===== src/verilog/gpc_defs.svh =====
// Constants for the port 1 pin control block.
// Assumes 32-bit AXI4-Lite data and an 8-bit byte address.
`ifndef GPC_DEFS_SVH
`define GPC_DEFS_SVH

// Register indices; byte address is four times the index
`define GPC_IDX_PIN0   6'h23
`define GPC_IDX_PIN1   6'h24
`define GPC_IDX_PIN2   6'h25
`define GPC_IDX_PIN3   6'h26
`define GPC_IDX_PIN4   6'h27
`define GPC_IDX_PIN5   6'h28
`define GPC_IDX_PIN6   6'h29
`define GPC_NPINS      7

// Field positions
`define GPC_B_DIR_IN   0
`define GPC_B_INVERT   1
`define GPC_B_ALT      2
`define GPC_B_OPEN_DR  7

`define GPC_CFG_RST    8'h01
`define GPC_WMASK      8'h87
`define GPC_RESP_OKAY  2'h0
`define GPC_RESP_SLV   2'h2

`endif


===== src/verilog/gpc_pkg.sv =====
// Types for the port 1 pin control block.
// Assumes gpc_defs.svh for widths and positions.
`include "gpc_defs.svh"

package gpc_pkg;

	typedef enum logic [1:0] {
		GPC_WR_IDLE = 2'h1,
		GPC_WR_RESP = 2'h2
	} gpc_wr_t;

	typedef enum logic [1:0] {
		GPC_RD_IDLE = 2'h1,
		GPC_RD_RESP = 2'h2
	} gpc_rd_t;

	typedef struct packed {
		logic [`GPC_NPINS-1:0][7:0] cfg;
		gpc_wr_t                    wst;
		gpc_rd_t                    rst;
		logic                       aw_got;
		logic                       w_got;
		logic [7:0]                 waddr;
		logic [7:0]                 wdata;
		logic                       wstb;
		logic                       awready;
		logic                       wready;
		logic                       bvalid;
		logic [1:0]                 bresp;
		logic                       arready;
		logic                       rvalid;
		logic [1:0]                 rresp;
		logic [31:0]                rdata;
		logic [`GPC_NPINS-1:0]      pin_o;
		logic [`GPC_NPINS-1:0]      pin_oe_n;
		logic [`GPC_NPINS-1:0]      gpio_in;
		logic [`GPC_NPINS-1:0]      stick;
	} gpc_state_t;

endpackage


===== src/verilog/gpc_pin_ctrl.sv =====
// Port 1 pin control: seven 8-bit pin control registers over AXI4-Lite.
// Assumes synchronous pin inputs and an external pad that combines
// pin_o with pin_oe_n (drive while low).
// Summary of operation
// - Bit 0 of a pin register picks direction: one is input, zero is output.
// - Bit 1 inverts the pin value in both directions when set.
// - Bit 2 drives the pin from alt_drive instead of gpio_out and feeds its game port signal; gpio_in still follows the pin.
// - Bit 7 makes the output open drain when set, push-pull when clear.
// - Every pin register resets to 0x01: plain, uninverted, push-pull input.
// - Pins 1.0 and 1.1 carry stick one buttons one and two as alternate.
// - Pins 1.2 and 1.3 carry stick two buttons one and two as alternate.
// - Pins 1.4 and 1.5 carry stick one X and Y RC timing as alternate.
// - Pin 1.6 carries stick two X RC timing as alternate.
`timescale 1ns/100ps
`default_nettype none
`include "gpc_defs.svh"

module gpc_pin_ctrl
	import gpc_pkg::*;
(
	input  wire logic                  aclk,
	input  wire logic                  aresetn,
	input  wire logic [7:0]            awaddr,
	input  wire logic                  awvalid,
	output logic                       awready,
	input  wire logic [31:0]           wdata,
	input  wire logic [3:0]            wstrb,
	input  wire logic                  wvalid,
	output logic                       wready,
	output logic [1:0]                 bresp,
	output logic                       bvalid,
	input  wire logic                  bready,
	input  wire logic [7:0]            araddr,
	input  wire logic                  arvalid,
	output logic                       arready,
	output logic [31:0]                rdata,
	output logic [1:0]                 rresp,
	output logic                       rvalid,
	input  wire logic                  rready,
	input  wire logic [`GPC_NPINS-1:0] pin_i,
	output logic [`GPC_NPINS-1:0]      pin_o,
	output logic [`GPC_NPINS-1:0]      pin_oe_n,
	input  wire logic [`GPC_NPINS-1:0] gpio_out,
	output logic [`GPC_NPINS-1:0]      gpio_in,
	input  wire logic [`GPC_NPINS-1:0] alt_drive,
	output logic                       stick_one_button_one,
	output logic                       stick_one_button_two,
	output logic                       stick_two_button_one,
	output logic                       stick_two_button_two,
	output logic                       stick_one_x_axis_rc,
	output logic                       stick_one_y_axis_rc,
	output logic                       stick_two_x_axis_rc
);

	gpc_state_t s;
	gpc_state_t next_s;
	logic [3:0] sel_w;
	logic [3:0] sel_r;

	// Returns {hit, pin index}; address bits 1:0 are ignored, so unaligned addresses hit too
	function automatic logic [3:0] reg_sel(input logic [7:0] a);
		logic [5:0] off;
		off = a[7:2] - `GPC_IDX_PIN0;
		if (a[7:2] >= `GPC_IDX_PIN0 && a[7:2] <= `GPC_IDX_PIN6)
			return {1'b1, off[2:0]};
		return 4'h0;
	endfunction

	assign sel_w = reg_sel(s.waddr);
	assign sel_r = reg_sel(araddr);

	////////////////////////////////////////////////////////////////////////
	always_comb begin
		logic [7:0] c;
		logic       drv;
		logic       inb;
		c = 8'h00;
		drv = 1'b0;
		inb = 1'b0;
		next_s = s;
		// Address and data may arrive in either order
		if (s.awready && awvalid) begin
			next_s.aw_got = 1'b1;
			next_s.waddr = awaddr;
		end
		if (s.wready && wvalid) begin
			next_s.w_got = 1'b1;
			next_s.wdata = wdata[7:0];
			next_s.wstb = wstrb[0];
		end
		case (s.wst)
			GPC_WR_IDLE: begin
				if (s.aw_got && s.w_got) begin
					if (sel_w[3] && s.wstb)
						next_s.cfg[sel_w[2:0]] = s.wdata & `GPC_WMASK;
					next_s.bresp = sel_w[3] ? `GPC_RESP_OKAY : `GPC_RESP_SLV;
					next_s.bvalid = 1'b1;
					next_s.aw_got = 1'b0;
					next_s.w_got = 1'b0;
					next_s.wst = GPC_WR_RESP;
				end
			end
			GPC_WR_RESP: begin
				if (bready) begin
					next_s.bvalid = 1'b0;
					next_s.wst = GPC_WR_IDLE;
				end
			end
			default: next_s.wst = GPC_WR_IDLE;
		endcase
		next_s.awready = !next_s.aw_got && next_s.wst == GPC_WR_IDLE;
		next_s.wready = !next_s.w_got && next_s.wst == GPC_WR_IDLE;

		case (s.rst)
			GPC_RD_IDLE: begin
				if (s.arready && arvalid) begin
					next_s.rvalid = 1'b1;
					next_s.rdata = 32'h0;
					next_s.rresp = `GPC_RESP_SLV;
					if (sel_r[3]) begin
						next_s.rdata[7:0] = s.cfg[sel_r[2:0]] & `GPC_WMASK;
						next_s.rresp = `GPC_RESP_OKAY;
					end
					next_s.rst = GPC_RD_RESP;
				end
			end
			GPC_RD_RESP: begin
				if (rready) begin
					next_s.rvalid = 1'b0;
					next_s.rst = GPC_RD_IDLE;
				end
			end
			default: next_s.rst = GPC_RD_IDLE;
		endcase
		next_s.arready = next_s.rst == GPC_RD_IDLE;

		// Pin path; one register stage keeps every output on a flop
		for (int i = 0; i < `GPC_NPINS; i++) begin
			c = s.cfg[i];
			drv = c[`GPC_B_ALT] ? alt_drive[i] : gpio_out[i];
			drv = drv ^ c[`GPC_B_INVERT];
			next_s.pin_o[i] = drv;
			// Open drain releases the pin for a high level
			next_s.pin_oe_n[i] = c[`GPC_B_DIR_IN]
				| (c[`GPC_B_OPEN_DR] & drv);
			inb = pin_i[i] ^ c[`GPC_B_INVERT];
			next_s.gpio_in[i] = inb;
			next_s.stick[i] = c[`GPC_B_ALT] & inb;
		end
	end

	always_ff @(posedge aclk) begin
		if (!aresetn) begin
			s <= '0;
			for (int i = 0; i < `GPC_NPINS; i++)
				s.cfg[i] <= `GPC_CFG_RST;
			s.wst <= GPC_WR_IDLE;
			s.rst <= GPC_RD_IDLE;
			s.pin_oe_n <= '1;
		end else begin
			s <= next_s;
		end
	end

	////////////////////////////////////////////////////////////////////////
	assign awready = s.awready;
	assign wready = s.wready;
	assign bvalid = s.bvalid;
	assign bresp = s.bresp;
	assign arready = s.arready;
	assign rvalid = s.rvalid;
	assign rresp = s.rresp;
	assign rdata = s.rdata;
	assign pin_o = s.pin_o;
	assign pin_oe_n = s.pin_oe_n;
	assign gpio_in = s.gpio_in;
	assign stick_one_button_one = s.stick[0];
	assign stick_one_button_two = s.stick[1];
	assign stick_two_button_one = s.stick[2];
	assign stick_two_button_two = s.stick[3];
	assign stick_one_x_axis_rc = s.stick[4];
	assign stick_one_y_axis_rc = s.stick[5];
	assign stick_two_x_axis_rc = s.stick[6];

	////////////////////////////////////////////////////////////////////////
	// Per-pin checks; every pin has the same control layout, so one loop
	// covers them all and a slip in any single bit position shows up here
	generate
		for (genvar g = 0; g < `GPC_NPINS; g++) begin : g_pin_chk

		end
	endgenerate
endmodule // gpc_pin_ctrl
`default_nettype wire


===== config.mk =====
export PLATFORM = sky130hd
export DESIGN_NAME = gpc_pin_ctrl
export DESIGN_NICKNAME = d
export VERILOG_FILES = /design/src/verilog/gpc_pkg.sv /design/src/verilog/gpc_pin_ctrl.sv
export VERILOG_INCLUDE_DIRS = /design/src /design/src/verilog
export SDC_FILE = /design/constraint.sdc
export NUM_CORES = 1
export LEC_CHECK = 0
export ABC_AREA = 1
export BUFFER_PORTS_ARGS = -buffer_cell sky130_fd_sc_hd__clkbuf_2
export CORE_AREA = 2 2 106 108
export DETAILED_ROUTE_END_ITERATION = 8
export DIE_AREA = 0 0 108 110
export PLACE_DENSITY_LB_ADDON = 0.05
export REMOVE_ABC_BUFFERS = 1
export SLEW_MARGIN = 5
export SYNTH_ARGS = -nofsm -noshare
export SYNTH_HDL_FRONTEND = slang
export SYNTH_SLANG_ARGS = --single-unit

===== constraint.sdc =====
create_clock -name aclk -period 2.55 [get_ports aclk]
set_input_delay 0.255 -clock aclk [delete_from_list [all_inputs] [get_ports aclk]]
set_output_delay 0.255 -clock aclk [all_outputs]
set_load 0.02 [all_outputs]

### Yosys cells after proc, flatten, opt, wreduce, memory -nomap -nowiden

Cells that the tools add are included.

* flip-flop bits (word level): 124
* input bits: 80
* output and inout bits: 69
* word-level logic and storage cells: 136

* add/subtract/negate cells: 2
* order comparisons: 7
* eq/ne operators: 10
* muxes and demuxes: 37
* bitwise logic cells: 35
* reductions and logical operators: 19

Operator list (count)
* 56-bit bitwise mux: 1
* 35-bit 2-to-1 mux: 1
* 8-bit binary-select mux with 3-bit select: 1
* 8-bit demux with 3-bit select: 1
* 8-bit 2-to-1 mux: 3
* 2-bit 2-to-1 mux: 8
* 4-bit 2-to-1 mux: 4
* 1-bit bitwise AND: 14
* 1-bit bitwise XOR: 14
* 1-bit 2-to-1 mux: 13
* 6-bit >= comparator (second input constant): 2
* 6-bit less-or-equal comparator (second input constant): 2
* 1-bit logical AND: 10
* 3-bit AND reduction: 3
* 2-bit by 1-bit equality test with 1-bit output (second input constant): 4
* 3-bit by 4-bit < comparator with 1-bit output (second input constant): 2
* 2-bit inequality test (second input constant): 4
* 2-bit one-hot mux with 2 select lines: 2
* 1-bit bitwise OR: 7
* 3-bit by 2-bit subtractor with 3-bit output (second input constant): 2
* 2-bit equality test (second input constant): 2
* 1-bit one-hot mux with 2 select lines: 2
* 2-bit AND reduction: 2
* 2-bit nonzero test: 2
* 3 further kinds: 4

### Depth between registers and ports, before layout

* depth after elaboration: 9
* mapped depth: 14
* mapped depth without buffers: 12

### Worst setup path after synthesis

No wires, ideal clock.

* kind: input to register
* from: input port araddr[2]
* to: register s, in the netlist rdata[0]
* library setup time: 68 ps
* data arrival time: 1761 ps
* required time: 2482 ps
* setup slack: 721 ps
* stages on the path: 12
* path buffers: 2
* cells stage by stage: inv_2 > dlymetal6s4s_1 > ha_1 > o21ai_2 > nand2_2 > buf_6 > and2_4 > nand2_4 > nor2_1 > a21oi_1 > nand2_1 > a21oi_2

* word-level cells in the longest chain between the ends: 7
* elaborated cells between the ends (all ways): 10
* classes of those cells: add/sub (1); order compare (2); mux (6); reduce/logical (1)

Ends and longest elaborated chain
* start, declared: RTL line gpc_pin_ctrl.sv:33 `input wire logic [7:0] araddr,`
* 6-bit >= comparator (no line) / 6-bit less-or-equal comparator (equally long branches)
* 1-bit logical AND (no line)
* 1-bit 2-to-1 mux: RTL line gpc_pin_ctrl.sv:64 `` if (a[7:2] >= `GPC_IDX_PIN0 && a[7:2] <= `GPC_IDX_PIN6) ``
* 4-bit 2-to-1 mux (*): RTL line gpc_pin_ctrl.sv:66 `return 4'h0;`
* 8-bit binary-select mux with 3-bit select: RTL line gpc_pin_ctrl.sv:121 `` next_s.rdata[7:0] = s.cfg[sel_r[2:0]] & `GPC_WMASK; ``
* 8-bit 2-to-1 mux (implied by the code): RTL line gpc_pin_ctrl.sv:121
* 8-bit 2-to-1 mux (*): RTL line gpc_pin_ctrl.sv:120 `if (sel_r[3]) begin`
* end signal, assigned: RTL line gpc_pin_ctrl.sv:161 `s <= next_s;`
* end, declared: RTL line gpc_pin_ctrl.sv:55 `gpc_state_t s;`

Every way passes the cells marked *; elsewhere a longest branch is shown, timed or not. The select of a mux whose other input is x is not followed.
A chain may end at the register's enable or synchronous reset.

### Final worst setup path

* from: register s[80] (netlist bit)
* to: register s[126] (netlist bit)

* word-level cells in the longest chain between the ends: 9
* elaborated cells between the ends (all ways): 15
* classes of those cells: add/sub (1); order compare (4); mux (6); reduce/logical (4)

Ends and longest elaborated chain (RTL line)
* 6-bit >= comparator (no line) / 6-bit less-or-equal comparator (equally long branches)
* 1-bit logical AND (no line)
* 1-bit 2-to-1 mux: gpc_pin_ctrl.sv:64
* 4-bit 2-to-1 mux (*): gpc_pin_ctrl.sv:66
* 3-bit by 4-bit < comparator with 1-bit output (no line) / 3-bit by 1-bit >= comparator with 1-bit output (equally long branches)
* 1-bit logical AND (no line)
* 8-bit 2-to-1 mux (no line)
* 8-bit demux with 3-bit select (no line)
* 56-bit bitwise mux (no line)

Marked as above.

==> flow_metrics.tcl <==
set metrics [dict create \
    ant_nets 0 \
    tightest_slew_ns 0.590 \
    first_global_vias 3135 \
    start_kind "register" \
    antenna_found_initial 0 \
    die_x_um 108 \
    crit_type "reg2reg" \
    yosysWarnings 0 \
    dieArea_mm2 0.0119 \
    leakage_nw 2.23 \
    cp_data_required_time_ns 2.84 \
    cts_tree "built" \
    die_h_um 110 \
    synth_area_per_cell_um2 7.46 \
    setup_tns_ns 0 \
    wl_per_cell_um 11.6 \
    grt_usage_pct 15.3 \
    seq_area_frac_synth_pct 40.3 \
    place_ws_ns 0.586 \
    whs_ns 0.151 \
    synthTopCellsByArea "dfxtp_1 40%, buf_4 10%, nand2_1 8.8%" \
    p_per_area_mw_per_mm2 699 \
    nNetsFinal 703 \
    cp_max_fo 5 \
    crit_arrival_ns 2.13 \
    placement_rows 38 \
    cp_top_family "simple AND/OR/NAND/NOR gates" \
    drive_above_1_share_pct 22.0 \
    peakVddDrop_uv 308 \
    htreeDepth 3 \
    overflow 0 \
    start_util_pct 39.0 \
    grt_pass1_wl_mm 14.3 \
    area_growth_pct 11.1 \
    drcViolationCount 0 \
    numCtsBuffers 9 \
    rsz0062_at_grt "no" \
    dr.pass1.iters 4 \
    fmax_mhz 542 \
    maxSlewViolCount 0 \
    worst_slack_ns 0.705 \
    clockBufferDepth 2 \
    synth_top_cell_by_area "dfxtp_1" \
    syn_area_mm2 0.00417 \
    cp-end-kind "register" \
    synth.distinct_cells 37 \
    min_period_ns 1.85 \
    ys_ff_latch 84 \
    crit_chain "ha_1 > nor3_1 > nor2_1 > nand2_1 > inv_2 > nand3_2 > nor2_1 > nand2_1 > inv_2 > nor2_1 > nor2_1" \
    cap_viol_max_count 0 \
    synth_top_area_share_pct 40.3 \
    num_antenna_cells 0 \
    vias 3399 \
    slew_headroom_pct 60.5 \
    cp_slowest_stage_delay_ns 0.44 \
    cp_num_buf_inv 2 \
    cts-resized-gates 0 \
    fin_crit_sh_pct 72.4 \
    cp_common_cell "nor2_1" \
    dp_hpwl_mm 6.66 \
    postCtsSetupBuffers 0 \
    run_status "finished clean" \
    hp-class "in2reg" \
    finalHoldViolations 0 \
    finalClockSkew_ns 0.00978 \
    via_per_inst 4.49 \
    core_mm2 0.0107 \
    grt_max_degree 48 \
    setup_viol 0 \
    io_buffers 83 \
    clkSinkCount 84 \
    ctsRootBufferMaster "clkbuf_8" \
    clk_latency_ns 0.35 \
    gp_congestion 0.740 \
    io_pins 149 \
    critPathSlowestCell "dfxtp_1" \
    wirelength_mm 8.81 \
    cts_hold_buf 0 \
    clk_pin_slew_ns 0.08 \
    drt-initial-drc-count 133 \
    postSynthCellCount 559 \
]
==> cell families after synthesis <==
logic type                 after synthesis  share of synthesized area [%]
AOI/OAI and AO/OA                       73                           9.96
adders and majority gates               10                           3.00
and+or+nand+nor                        244                           25.5
buffers and inverters                  131                           17.8
DFF                                     84                           40.3
xor gates and xnor gates                16                           3.36
other                                    1                         0.0899
==> synthesized netlist by cell type <==
library cell and number:
clkinv_1 1, nand2_1 98, xnor2_1 12, o21ai_1 19
nor2_1 94, o21ai_2 1, nand3b_1 1, o21ai_0 20
buf_6 3, a31oi_1 1, inv_1 45, conb_1 1
dlymetal6s4s_1 1, nand3_1 18, nand2_4 1, nor2_8 1
and2_4 1, nand4_1 8, nand3_2 1, dfxtp_1 84
or2_2 2, xor2_1 4, nand3_4 2, nand2_2 6
clkbuf_1 7, buf_1 2, a21oi_1 20, clkbuf_4 1
ha_1 10, nor3_1 8, buf_4 58, inv_2 13
a21oi_4 1, a311oi_1 1, nor2_2 3, a21oi_2 4
o211ai_1 6
==> worst register-to-register path, cell delays in order, from the launching register on <==
cell and delay [ns]:
dfxtp_1 0.44, ha_1 0.22, nor3_1 0.06, nor2_1 0.08, nand2_1 0.12, inv_2 0.08
nand3_2 0.09, nor2_1 0.20, nand2_1 0.21, inv_2 0.13, nor2_1 0.05, nor2_1 0.10
==> worst paths after layout <==
path,end,cells past startpoint,slack [ns],start
min,s[85]$_SDFFE_PN0P_,3,0.15,awaddr[7]
max,s[126]$_SDFFE_PN0P_,11,0.70,s[80]$_SDFFE_PN0P_
min reg2reg,s[84]$_SDFFE_PN0P_,2,0.46,s[84]$_SDFFE_PN0P_
max reg2reg,s[126]$_SDFFE_PN0P_,11,0.70,s[80]$_SDFFE_PN0P_
==> state kept, by name, indices dropped and copies added (netlist names), 4 cells and up <==
name	cells
s	45
gpio_in	7
pin_o	7
pin_oe_n	7
rdata	4
==> per-layer routing <==
layer	global-route usage, %	up-vias	wire (um)
li1	-	1780	-
met5	0	-	0
met2	27.3	86	4290
met1	18.4	1520	3960
met3	2.82	13	404
met4	6.04	0	149
==> layout by cell type (no fill, tap or decap) <==
master      n
or2_2       2
o21ai_2     1
nand3_1    18
nand3_2     1
a21oi_2     4
and2_4      1
nand2_4     1
xnor2_1    12
o21ai_0    20
a21oi_1    20
conb_1     30
buf_4       2
clkinv_2    1
nor2_1     94
o211ai_1    6
buf_12      1
ha_1       10
bufinv_16   4
nor2_8      1
clkbuf_2   83
nand3_4     2
clkinv_1    1
nand4_1     8
a31oi_1     1
xor2_1      4
nand3b_1    1
inv_1      45
dfxtp_1    84
nor2_2      3
a311oi_1    1
a21oi_4     1
clkbuf_1    1
nand2_2     6
nor3_1      8
nand2_1    98
clkbuf_8    9
inv_2      13
o21ai_1    19
==> through the flow <==
step	total power [mW]	instance area (um2)	instances	util, %
4_1_cts	3.29	4640	757	43.3
3_3_place_gp	2.05	4380	742	41.0
6_report	3.24	4640	757	43.3
2_1_floorplan	1.87	3760	516	-
3_5_place_dp	2.06	4380	742	41.0
5_1_grt	3.42	4640	757	43.3
==> cell type report <==
class | count | area, um2
clock inverter | 5 | 125
clock buffer | 10 | 128
timing repair buffer | 86 | 450
fill | 1152 | 6060
sequential | 84 | 1680
multi-input combinational | 373 | 1860
inverter | 59 | 221
tap | 140 | 175
==> where the power goes <==
| group | internal [mW] | switching, mW | total (mW) |
|---|---|---|---|
| sequential | 1.41 | 0.0907 | 1.50 |
| combinational | 0.187 | 0.341 | 0.528 |
| clock | 0.744 | 0.474 | 1.22 |
| total | 2.34 | 0.906 | 3.24 |
No activity file was read; power rests on OpenSTA's default activity.
